`config.mk`:
```
export PLATFORM = sky130hd
export DESIGN_NAME = chsc_host_port
export DESIGN_NICKNAME = d
export VERILOG_FILES = /design/src/chsc_pkg.sv /design/src/chsc_host_port.sv
export SDC_FILE = /design/constraint.sdc
export NUM_CORES = 2
export LEC_CHECK = 0
export ABC_CLOCK_PERIOD_IN_PS = 5700
export BUFFER_PORTS_ARGS = -buffer_cell sky130_fd_sc_hd__clkbuf_2
export CAP_MARGIN = 10
export CORE_MARGIN = 2
export CORE_UTILIZATION = 35
export CTS_BUF_LIST = sky130_fd_sc_hd__clkbuf_2 sky130_fd_sc_hd__clkbuf_4 sky130_fd_sc_hd__clkbuf_8
export DETAILED_ROUTE_END_ITERATION = 12
export PLACE_DENSITY = 0.57
export SKIP_LAST_GASP = 1
export SYNTH_ARGS = -nofsm -noshare
export SYNTH_HDL_FRONTEND = slang
export SYNTH_SLANG_ARGS = --single-unit
export TNS_END_PERCENT = 100
```
`constraint.sdc`:
```
create_clock -name clk -period 5.7 [get_ports clk]
set_input_delay 0.285 -clock clk [delete_from_list [all_inputs] [get_ports clk]]
set_output_delay 0.285 -clock clk [all_outputs]
set_load 0.02 [all_outputs]
```
`src/chsc_pkg.sv`:
```
// Purpose: Constants and types for the CAM host cycle and segment control port
// Assumes: 16-bit data bus, 64-bit resources split into four 16-bit segments
// Notes:   Instruction opcodes and field layouts are fixed here for the whole block
// =============================================================================
// Overview of operation
// - segment control reads bits 15,10,5,2 as zero
// - only active set's segment control is accessed
// - separate read and write segment counters
// - counters hold start, end and free current value
// - count up to end, then reload start
// - above end: count to three, wrap, continue
// - restart instruction reloads both currents from starts
// - reset gives start 0, end 3, current 0
// - chip and command select decode command cycles
// - command select high gives persistent data cycles
// - command write loads instruction decoder by default
// - address flag routes next command write to address
// - override lasts one command cycle, next-free never loaded
// - second consecutive status read returns upper half
// - comparand is default source and destination
// - page mismatch ignores cycles; all-ones allows writes only
// - selection readback gives decoder bits, source adds id
// - reset marks every memory location empty
// - reset sets flags on, masking and translation off
// - control register reads 0008H after reset
// - hard reset clears pointers; soft keeps page, select
// - reset selects the foreground register set
// - reset enters standard operating mode
// - segment counters advance when chip enable rises
package chsc_pkg;
    // =========================================================================
    // Instruction encoding (upper byte opcode, low nibble operand)
    localparam logic [7:0] OP_TCO = 8'h02;
    localparam logic [7:0] OP_SPS = 8'h04;
    localparam logic [7:0] OP_SPD = 8'h05;
    localparam logic [7:0] OP_BANK = 8'h06;
    localparam logic [7:0] OP_RSC = 8'h07;
    localparam int ADDR_FLAG_BIT = 11;
    localparam int CT_RESET_BIT = 15;
    // =========================================================================
    // Reset values
    localparam logic [15:0] CTRL_RESET = 16'h0008;
    localparam logic [15:0] SEGC_RESET = 16'h1818;
    localparam logic [15:0] SEGC_ZERO_MASK = 16'h8424;
    localparam logic [15:0] ALL_ONES = 16'hFFFF;
    localparam logic [1:0] VALID_EMPTY = 2'h2;
    localparam logic [1:0] VALID_AFTER_RESET = 2'h3;
    localparam logic [1:0] SEG_LAST = 2'h3;
    // =========================================================================
    // Segment control field positions (low bit of each 2-bit field)
    localparam int SRC_CUR = 0;
    localparam int SRC_END = 3;
    localparam int SRC_START = 6;
    localparam int DST_CUR = 8;
    localparam int DST_END = 11;
    localparam int DST_START = 13;
    // =========================================================================
    // One-shot override targets
    typedef enum logic [3:0] {
        TCO_NONE = 4'h0, TCO_CT = 4'h1, TCO_PA = 4'h2, TCO_SC = 4'h3, TCO_AR = 4'h4,
        TCO_NF = 4'h5, TCO_DS = 4'h6, READ_SOURCE_SELECTION = 4'h7, READ_DESTINATION_SELECTION = 4'h8
    } chsc_tco_t;
    // Persistent resources
    typedef enum logic [2:0] {
        RES_CMP = 3'h0, RES_MASK1 = 3'h1, RES_MASK2 = 3'h2, RES_MEM_AR = 3'h3,
        RES_MEM_NF = 3'h4, RES_MEM_HPM = 3'h5
    } chsc_res_t;
endpackage : chsc_pkg

```
`src/chsc_host_port.sv`:
```
// Purpose: Host strobe decode, resource routing and segment counters of the CAM
// Assumes: Strobes are synchronous to clk; a cycle is one low phase of chipEnableN
// Notes:   dqOeN is low while the port drives the data bus
`timescale 1ns/1ps
module chsc_host_port
    import chsc_pkg::*;
#(
    parameter int MEM_WORDS = 16,
    parameter int AW = 4,
    parameter logic [7:0] DEVICE_ID = 8'h5A // Arbitrary identification value
) (
    // Clock and reset
    input wire logic clk,
    input wire logic reset,
    // Host strobes
    input wire logic chipEnableN,
    input wire logic writeN,
    input wire logic command_select_n,
    // Data bus
    input wire logic [15:0] dqIn,
    output logic [15:0] dqOut,
    output logic dqOeN,
    // Device state
    output logic registerBank,
    output logic [1:0] operatingMode
);
    // =========================================================================
    // State
    logic ePrev, readActive, statusHigh, addrPending, bank, stepSrc, stepDst;
    logic next_readActive, next_statusHigh, next_addrPending, next_bank;
    logic next_stepSrc, next_stepDst;
    chsc_tco_t one_shot_register_override, next_tco;
    logic [15:0] ctrl [2], segc [2], addr [2];
    logic [15:0] next_ctrl [2], next_segc [2], next_addr [2];
    chsc_res_t psrc [2], pdst [2], next_psrc [2], next_pdst [2];
    logic [15:0] page_address_value, device_select_value, next_free_pointer;
    logic [15:0] next_pa, next_ds, lastSps, lastSpd, next_lastSps, next_lastSpd;
    logic [15:0] next_dqOut;
    logic [63:0] comparand, mask_one, mask_two, next_cmp, next_m1, next_m2;
    logic [63:0] mem [MEM_WORDS];
    logic [1:0] memValid [MEM_WORDS];
    logic [1:0] lastValid, next_lastValid;
    logic memWe, softReset;
    logic [AW-1:0] memIdx;
    logic [63:0] memData;
    logic fall, rise, selected, wrOk;
    logic [1:0] srcSeg, dstSeg;

    // Cycle edges and device selection
    assign fall = ePrev & ~chipEnableN;
    assign rise = ~ePrev & chipEnableN;
    assign selected = device_select_value == page_address_value;
    assign wrOk = selected | (device_select_value == ALL_ONES);
    assign srcSeg = segc[bank][SRC_CUR +: 2];
    assign dstSeg = segc[bank][DST_CUR +: 2];
    assign dqOeN = ~(readActive & ~chipEnableN);
    assign registerBank = bank;
    assign operatingMode = ctrl[bank][1:0];
    assign next_free_pointer = 16'h0000;

    // Segment counter step: wrap past three, reload start after end
    function automatic logic [1:0] segStep(input logic [1:0] cur, input logic [1:0] lim,
                                           input logic [1:0] start);
        logic [1:0] r;
        r = (cur == lim) ? start : 2'(cur + 2'h1);
        return r;
    endfunction : segStep

    // Memory index of a persistent memory resource
    function automatic logic [AW-1:0] memSel(input chsc_res_t r, input logic [15:0] ar,
                                              input logic [15:0] nf);
        logic [AW-1:0] i;
        i = (r == RES_MEM_NF) ? nf[AW-1:0] : ar[AW-1:0];
        return i;
    endfunction : memSel

    // Next-state computation for the whole port
    always_comb begin
        logic [63:0] res;
        logic [15:0] rd;
        logic isRead, isCmd;
        chsc_res_t r;
        res = 64'h0;
        rd = 16'h0000;
        r = RES_CMP;
        isRead = writeN;
        isCmd = ~command_select_n;
        next_readActive = readActive;
        next_statusHigh = statusHigh;
        next_addrPending = addrPending;
        next_bank = bank;
        next_tco = one_shot_register_override;
        next_ctrl = ctrl;
        next_segc = segc;
        next_addr = addr;
        next_psrc = psrc;
        next_pdst = pdst;
        next_pa = page_address_value;
        next_ds = device_select_value;
        next_lastSps = lastSps;
        next_lastSpd = lastSpd;
        next_lastValid = lastValid;
        next_cmp = comparand;
        next_m1 = mask_one;
        next_m2 = mask_two;
        next_dqOut = dqOut;
        next_stepSrc = stepSrc;
        next_stepDst = stepDst;
        memWe = 1'b0;
        memIdx = '0;
        memData = 64'h0;
        softReset = 1'b0;
        if (rise) begin
            // Counters advance at the end of a data cycle
            next_readActive = 1'b0;
            next_stepSrc = 1'b0;
            next_stepDst = 1'b0;
            if (stepSrc) begin
                next_segc[bank][SRC_CUR +: 2] = segStep(srcSeg, segc[bank][SRC_END +: 2],
                                                       segc[bank][SRC_START +: 2]);
            end
            if (stepDst) begin
                next_segc[bank][DST_CUR +: 2] = segStep(dstSeg, segc[bank][DST_END +: 2],
                                                       segc[bank][DST_START +: 2]);
            end
        end else if (fall && isCmd && !isRead) begin
            // Command write
            next_statusHigh = 1'b0;
            next_tco = TCO_NONE;
            if (one_shot_register_override == TCO_DS) begin
                next_ds = dqIn;
            end else if (!wrOk) begin
                next_tco = TCO_NONE;
            end else if (addrPending) begin
                next_addr[bank] = dqIn;
                next_addrPending = 1'b0;
            end else if (one_shot_register_override == TCO_CT) begin
                if (!dqIn[CT_RESET_BIT]) begin
                    softReset = 1'b1;
                end else begin
                    next_ctrl[bank] = dqIn;
                end
            end else if (one_shot_register_override == TCO_PA) begin
                next_pa = dqIn;
            end else if (one_shot_register_override == TCO_SC) begin
                next_segc[bank] = dqIn & ~SEGC_ZERO_MASK;
            end else if (one_shot_register_override == TCO_AR) begin
                next_addr[bank] = dqIn;
            end else if (one_shot_register_override != TCO_NONE) begin
                next_tco = TCO_NONE;
            end else if (dqIn[ADDR_FLAG_BIT]) begin
                next_addrPending = 1'b1;
            end else begin
                // Instruction decoder load
                case (dqIn[15:8])
                    OP_TCO: next_tco = chsc_tco_t'(dqIn[3:0]);
                    OP_SPS: begin
                        next_psrc[bank] = chsc_res_t'(dqIn[2:0]);
                        next_lastSps = dqIn;
                    end
                    OP_SPD: begin
                        next_pdst[bank] = chsc_res_t'(dqIn[2:0]);
                        next_lastSpd = dqIn;
                    end
                    OP_BANK: next_bank = dqIn[0];
                    OP_RSC: begin
                        next_segc[bank][SRC_CUR +: 2] = segc[bank][SRC_START +: 2];
                        next_segc[bank][DST_CUR +: 2] = segc[bank][DST_START +: 2];
                    end
                    default: next_tco = TCO_NONE;
                endcase
            end
        end else if (fall && isCmd && isRead) begin
            // Command read
            next_tco = TCO_NONE;
            next_statusHigh = 1'b0;
            case (one_shot_register_override)
                TCO_NF: rd = next_free_pointer;
                TCO_AR: rd = addr[bank];
                TCO_CT: rd = ctrl[bank] & ~ALL_ONES[CT_RESET_BIT:0] | (ctrl[bank] & 16'h7FFF);
                TCO_PA: rd = page_address_value;
                TCO_SC: rd = segc[bank] & ~SEGC_ZERO_MASK;
                TCO_DS: rd = device_select_value;
                READ_SOURCE_SELECTION: rd = {DEVICE_ID, lastSps[7:0]};
                READ_DESTINATION_SELECTION: rd = lastSpd;
                default: begin
                    rd = statusHigh ? {2'h3, lastValid, 12'hFFF} : ALL_ONES;
                    next_statusHigh = ~statusHigh;
                end
            endcase
            next_readActive = selected;
            next_dqOut = rd;
        end else if (fall && !isRead) begin
            // Data write to the persistent destination
            next_statusHigh = 1'b0;
            r = pdst[bank];
            if (wrOk) begin
                next_stepDst = 1'b1;
                case (r)
                    RES_CMP: next_cmp[dstSeg*16 +: 16] = dqIn;
                    RES_MASK1: next_m1[dstSeg*16 +: 16] = dqIn;
                    RES_MASK2: next_m2[dstSeg*16 +: 16] = dqIn;
                    RES_MEM_AR, RES_MEM_NF: begin
                        memWe = 1'b1;
                        memIdx = memSel(r, addr[bank], next_free_pointer);
                        memData = mem[memIdx];
                        memData[dstSeg*16 +: 16] = dqIn;
                    end
                    default: next_stepDst = 1'b1;
                endcase
            end
        end else if (fall) begin
            // Data read from the persistent source
            next_statusHigh = 1'b0;
            r = psrc[bank];
            memIdx = memSel(r, addr[bank], next_free_pointer);
            case (r)
                RES_CMP: res = comparand;
                RES_MASK1: res = mask_one;
                RES_MASK2: res = mask_two;
                default: begin
                    res = mem[memIdx];
                    next_lastValid = memValid[memIdx];
                end
            endcase
            next_readActive = selected;
            next_stepSrc = selected;
            next_dqOut = res[srcSeg*16 +: 16];
        end
    end

    // Register update with hard and soft reset
    always_ff @(posedge clk) begin
        ePrev <= reset ? 1'b1 : chipEnableN;
        if (reset || softReset) begin
            readActive <= 1'b0;
            statusHigh <= 1'b0;
            addrPending <= 1'b0;
            bank <= 1'b0;
            one_shot_register_override <= TCO_NONE;
            stepSrc <= 1'b0;
            stepDst <= 1'b0;
            for (int b = 0; b < 2; b++) begin
                ctrl[b] <= CTRL_RESET;
                segc[b] <= SEGC_RESET;
                addr[b] <= 16'h0000;
                psrc[b] <= RES_CMP;
                pdst[b] <= RES_CMP;
            end
            lastSps <= 16'h0000;
            lastSpd <= 16'h0000;
            lastValid <= VALID_AFTER_RESET;
            comparand <= 64'h0;
            mask_one <= 64'h0;
            mask_two <= 64'h0;
            dqOut <= 16'h0000;
            for (int i = 0; i < MEM_WORDS; i++) begin
                memValid[i] <= VALID_EMPTY;
            end
            if (reset) begin
                page_address_value <= 16'h0000;
                device_select_value <= 16'h0000;
            end
        end else begin
            readActive <= next_readActive;
            statusHigh <= next_statusHigh;
            addrPending <= next_addrPending;
            bank <= next_bank;
            one_shot_register_override <= next_tco;
            stepSrc <= next_stepSrc;
            stepDst <= next_stepDst;
            ctrl <= next_ctrl;
            segc <= next_segc;
            addr <= next_addr;
            psrc <= next_psrc;
            pdst <= next_pdst;
            page_address_value <= next_pa;
            device_select_value <= next_ds;
            lastSps <= next_lastSps;
            lastSpd <= next_lastSpd;
            lastValid <= next_lastValid;
            comparand <= next_cmp;
            mask_one <= next_m1;
            mask_two <= next_m2;
            dqOut <= next_dqOut;
            if (memWe) begin
                mem[memIdx] <= memData;
            end
        end
    end
endmodule : chsc_host_port

```
# Yosys cells after proc, flatten, opt, wreduce, memory -nomap -nowiden

Memories as Yosys holds them, arrays and structs flattened.
Index checks and enable logic that the tools add are counted.

Add/sub/neg operators: 3
Order comparisons: 2
Eq/ne operators: 40
Shifts and indexed selects: 3
Mux-type cells: 140
Bitwise operators: 23
Reduce and logical (&&, ||, !) cells: 44

Operators by type and width:

| kind                                                   | count |
|---|---|
| two-way mux 64 bit                                     | 11 |
| two-way mux 32 bit                                     | 20 |
| two-way mux 16 bit                                     | 20 |
| bitwise mux 64 bit                                     | 4 |
| bitwise mux 32 bit                                     | 7 |
| one-hot mux 64 bit (3 select lines)                    | 1 |
| one-hot mux 16 bit (8 select lines)                    | 1 |
| two-way mux 15 bit                                     | 6 |
| two-way mux 4 bit                                      | 21 |
| variable shift 16 x 34 -> 64 bit, first input constant | 1 |
| variable part select 16 x 34 -> 64 bit                 | 1 |
| variable part select 64 x 7 -> 16 bit                  | 1 |
| demux 16 bit (select 1 bit)                            | 3 |
| AND reduction 12 bit                                   | 3 |
| negator 6 -> 34 bit                                    | 1 |
| equality test 8 x 3 -> 1 bit, second input constant    | 4 |
| two-way mux 1 bit                                      | 31 |
| AND reduction 6 bit                                    | 4 |
| two-way mux 3 bit                                      | 7 |
| AND reduction 4 bit                                    | 5 |
| NOT 1 bit                                              | 18 |
| nonzero test 2 bit                                     | 9 |
| equality test 16 bit                                   | 1 |
| equality test 16 bit, second input constant            | 1 |
| 38 further kinds                                       | 74 |

Register bits after elaboration: 384
RAM bits: 1,024
Memories: 1

Memory list:

| name | words | bits a word | read ports | clocked after memory_dff | write ports | RTL line             | source |
|---|---|---|---|---|---|---|---|
| mem  | 16    | 64          | 2          | 0                        | 1           | chsc_host_port.sv:40 | `logic [63:0] mem [MEM_WORDS];` |

# Longest topological paths before layout

Depth after elaboration: 19
Depth in mapped cells: 14
Depth with buffers taken out: 9

# Worst setup path after synthesis

OpenSTA, ideal clock, no wires.

Kind: reg-to-reg
Start: register bank (netlist: registerBank)
End: memory mem[1][0], enable pin
Arrival: 5.191 ns
Required time: 5.213 ns
Slack: 0.023 ns
Cell stages (with the launch flop): 13
Buffers on the path: 6
Period minus slack after synthesis: 5.677 ns
Path through: dfxtp_1 -> buf_6 -> buf_6 -> mux2_2 -> buf_2 -> nand3_1 -> buf_2 -> buf_4 -> clkbuf_1 -> o21ai_0 -> o32ai_1 -> nand2_1 -> nor2_1

Cells in the longest elaborated chain, start to end: 15
Elaborated cells on any way between the ends: 32

Ends and longest elaborated chain:

| what                                                                | RTL line                                    | source |
|---|---|---|
| start, declared                                                     | chsc_host_port.sv:29                        | `logic ePrev, readActive, statusHigh, addrPending, bank, stepSrc, stepDst;` |
| start signal, assigned                                              | chsc_host_port.sv:268                       | `bank <= next_bank;` |
| NOT 1 -> 2 bit (not written as such) *                              | n/a                                         |  |
| two-way mux 3 bit (not written as such) (3 in a row)                | chsc_host_port.sv:196                       | `r = pdst[bank];` |
| equality test 3 bit or equality test 3 x 2 -> 1 bit (tied branches) | chsc_host_port.sv:73, chsc_host_port.sv:199 |  |
| OR reduction 2 bit                                                  | chsc_host_port.sv:199                       | `case (r)` |
| two-way mux 1 bit                                                   | chsc_host_port.sv:199                       |  |
| two-way mux 1 bit                                                   | chsc_host_port.sv:197                       | `if (wrOk) begin` |
| two-way mux 1 bit                                                   | chsc_host_port.sv:193                       | `end else if (fall && !isRead) begin` |
| two-way mux 1 bit                                                   | chsc_host_port.sv:173                       | `end else if (fall && isCmd && isRead) begin` |
| two-way mux 1 bit                                                   | chsc_host_port.sv:126                       | `end else if (fall && isCmd && !isRead) begin` |
| two-way mux 1 bit                                                   | chsc_host_port.sv:113                       | `if (rise) begin` |
| two-way mux 1 bit                                                   | chsc_host_port.sv:286                       | `if (memWe) begin` |
| two-way mux 1 bit                                                   | chsc_host_port.sv:235                       | `if (reset \|\| softReset) begin` |
| two-way mux 1 bit (not written as such)                             | chsc_host_port.sv:287                       | `mem[memIdx] <= memData;` |
| end, declared                                                       | chsc_host_port.sv:40                        |  |

Mark *: on every way between the ends. The rest lies on a longest branch, timed or not. The select of a mux whose other input is x is not followed.

# Worst setup path after layout

Start: register bank (netlist: registerBank)
End: memory mem[0][46] (data pin)

Cells in the longest elaborated chain, start to end: 14
Elaborated cells on any way between the ends: 25

Ends and longest elaborated chain:

| what                                                        | RTL line                                                           | source |
|---|---|---|
| NOT 1 -> 2 bit (not written as such) *                      | chsc_host_port.sv:55, chsc_host_port.sv:196, chsc_host_port.sv:205 |  |
| branches (longest 7 deep; another with negator 6 -> 34 bit) | n/a                                                                |  |
| two-way mux 64 bit *                                        | chsc_host_port.sv:199                                              |  |
| two-way mux 64 bit *                                        | chsc_host_port.sv:197                                              |  |
| two-way mux 64 bit *                                        | chsc_host_port.sv:193                                              |  |
| two-way mux 64 bit *                                        | chsc_host_port.sv:173                                              |  |
| two-way mux 64 bit *                                        | chsc_host_port.sv:126                                              |  |
| two-way mux 64 bit *                                        | chsc_host_port.sv:113                                              |  |
| named net memData[46]                                       | chsc_host_port.sv:45                                               | `logic [63:0] memData;` |

Mark *: on every way through the listed nets, which the timed path passes. The select of a mux whose other input is x is not followed.

==> impl_metrics.ini <==
[run_status]
status = finished clean

[sta]
setup_viol = 0
final_critical_path_time_including_i_o_delays_and_setup_ps = 5000
worst_slew_slack_as_a_fraction_of_its_limit = 0.136
count_of_final_hold_check_violations = 0
timing.setup.tns_ps = 0
final_min_period_over_clock_period = 0.878
finalClockSkew_ps = 67.3
tightestPinTransition_ps = 1280
hold_ws_ps = 139
grt_setup_unrepaired = false
finalMaxSlewViolations = 0
maxClockFrequency_mhz = 200

[synth]
post_synthesis_cell_area_um2 = 67200
area_fraction_of_the_dominant_cell_type_after_synthesis = 0.472
part_of_the_yosys_area_used_for_sequential_elements = 0.574
synth_warnings = 0
synth-edff-count = 1056
synth.largest_area_cell = sky130_fd_sc_hd__edfxtp_1
synth_cells = 6718
synth_flop_cell = sky130_fd_sc_hd__edfxtp_1
synth.area.top_cells = sky130_fd_sc_hd__edfxtp_1 (47%), sky130_fd_sc_hd__dfxtp_1 (10%), sky130_fd_sc_hd__nand2_1 (9.5%)
netlist-cell-type-count = 87
post_synth.cell_area_avg_um2 = 10.0
async_flop_share = 0
synth_nets = 6743
yosys_register_bits = 1397

[layout]
areaGrowthSynthToFinish_pct = 14.4
instances_no_fill = 9506
num-nets-final = 6804
layout-drive-gt1-share = 0.130

[worst_hold_path]
hold_start = dqIn[9]
hold_crit_class = primary input to flip-flop

[worst_setup_path]
worstPathBufferInverterCount = 2
worstPathArrival_ps = 5860
critPathKind = flip-flop to flip-flop
critPathMostFrequentCell = sky130_fd_sc_hd__nand2_1
cp_cell_sequence = nor4b_2, or3_4, buf_12, nand2_1, nand3_1, nand2_1, o211ai_1, o21ai_0, nor3_1, buf_4
end_kind = flip-flop
critical_path.max_stage_delay_ps = 920
startpoint_type = flip-flop
worstReg2RegStart = registerBank
critical_path.top_delay_family = simple AND/OR/NAND/NOR gates
crit_required_ps = 6560
crit_start = registerBank
critical_path.slowest_cell = sky130_fd_sc_hd__nor4b_2
cp_max_fo = 61

[global_route]
global_route_wire_length_before_repair_um = 413000
grt_pass1_vias = 55300
global_route.overflow_total = 0
grt.total_usage = 0.291
number_of_antenna_violations_at_the_first_check_in_global_routing = 17
grt_start_max_net_pins = 114

[floorplan]
rows = 160
design.die.area_um2 = 196000
die_h_um = 442
num_io_pins = 41
floorplan.die.width_um = 442
start_util = 0.353
core_region_area_um2 = 190000

[clocking]
cts.clk_slew.worst_paths_ps = 70
cts-buffers-inserted = 235
tritoncts_clock_tree = yes
max-clock-path-buffers = 3
worstSkewPairLatency_ps = 1050
cts_setup_buffers = 0
cts_max_level = 4
numClockSinks = 1397
root_buffer = sky130_fd_sc_hd__clkbuf_8
cts_resized = 0

[detailed_routing]
detail_routed_via_count_per_cell = 6.21
detail_route.first_pass.iterations = 9
final_routed_wire_length_divided_by_cell_count_um = 31.1
drcViolationCount = 0
ant_nets = 0
wirelength_um = 295000
route.vias.total = 59100
drtIter0Drc = 8960

[place]
detailed_place_hpwl_um = 178000
gp_congestion = 0.968
buffer_ports.inserted = 40
dp_cells = 9028

[pwr]
power_per_cell_area_nw_per_um2 = 269
total_power_uw = 20700
worst_ir_drop_vdd_v = 0.000188
power.static_leakage_uw = 0.0283

[job]
cap_viol_max_count = 0
==> worst register-to-register path, delay by kind of cell, from the launching register on <==
family / cells / cell delay [ps]
flops: 1 / 490
buf+inv: 2 / 670
compound gates: 2 / 720
simple gates: 6 / 2960
==> path summary, 6_finish.rpt <==
| check | endpoint | slack [ps] | cells after the start |
|---|---|---|---|
| setup / recovery | mem[0][46] | 700 | 10 |
| hold / removal | ctrl[9] | 140 | 3 |
| setup reg to reg | mem[0][46] | 700 | 10 |
| hold reg to reg | ctrl[10] | 450 | 2 |
==> synthesized netlist by cell type (144+ instances only) <==
cell,n
sky130_fd_sc_hd__mux2i_1,331
sky130_fd_sc_hd__o21ai_0,211
sky130_fd_sc_hd__nand2_1,1703
sky130_fd_sc_hd__dfxtp_1,341
sky130_fd_sc_hd__a21oi_1,246
sky130_fd_sc_hd__clkbuf_1,262
sky130_fd_sc_hd__buf_2,199
sky130_fd_sc_hd__a31oi_1,164
sky130_fd_sc_hd__edfxtp_1,1056
sky130_fd_sc_hd__o221ai_1,144
sky130_fd_sc_hd__nor2_1,465
sky130_fd_sc_hd__nand3_1,526
==> per-stage QoR <==
stage	setup slack, ps	area [um2]	utilization
floorplan	22.6	67200	-
global route	717	76900	0.404
finish	698	76900	0.404
CTS	1050	76800	0.404
global placement	1030	71600	0.376
detailed placement	1080	71700	0.376
==> sequential cells by signal, indices dropped and copies added (netlist names), 24 cells and up <==
name,flops
ctrl,30
mem,1024
comparand,64
mask_one,64
segc,24
mask_two,64
addr,32
==> where the power goes <==
| group | switching [uW] | total [uW] | internal [uW] |
|---|---|---|---|
| registers | 34.0 | 10900 | 10800 |
| clock network | 4410 | 9550 | 5140 |
| logic | 219 | 280 | 60.8 |
| total | 4670 | 20700 | 16000 |
==> cell families (layout without fill, tap and decap cells) <==
logic type	Yosys count	in the layout	share of synthesized area
AND/OR/NAND/NOR	3091	3091	0.199
flip-flops	1397	1397	0.574
other	0	14	0
AO/OA/AOI/OAI	1240	1240	0.128
multiplexers	388	388	0.0594
adder cells (fa/ha/maj)	4	4	0.000745
XOR/XNOR	21	21	0.00274
buffers and inverters	577	840	0.0371
==> routing by layer <==
metal | GRT usage | wire (um) | vias up
met5 | 0.00244 | 137 | -
met4 | 0.173 | 19600 | 14
met3 | 0.104 | 42300 | 999
met2 | 0.422 | 124000 | 4343
met1 | 0.372 | 110000 | 28800
li1 | - | - | 24900
==> what timing repair did <==
| action | CTS | global route |
|---|---|---|
| hold buffers | 22 | 0 |
| hold endpoints to repair | 169 | 0 |
| setup endpoints to repair | 0 | 0 |
==> layout make-up <==
cell class | count | area (um2)
clock buffer | 320 | 3970
inverter | 21 | 78.8
tap | 2511 | 3140
timing repair buffer | 380 | 3390
clock inverter | 119 | 970
antenna | 14 | 35.0
sequential | 1397 | 38500
multi-input combinational | 4744 | 26800
fill | 18400 | 113000
==> cells in the final DEF, fill, tap and decap left out, drive strengths merged, types with 26 or more instances in the layout <==
cell type,Yosys,routed
nor3,69,69
o21ai,217,217
buf,294,318
a21oi,246,246
nor2,465,465
nand2,1703,1703
a22oi,29,29
a221oi,64,64
nand3,529,529
nor4,26,26
and2,74,74
o22ai,36,36
dfxtp,341,341
clkbuf,262,360
inv,21,33
a31oi,164,164
a311oi,121,121
mux2i,332,332
edfxtp,1056,1056
nand4,33,33
o221ai,144,144
mux2,53,53
clkinv,0,93
a211oi,39,39
and3,138,138
(Power assumes the default switching activity.)
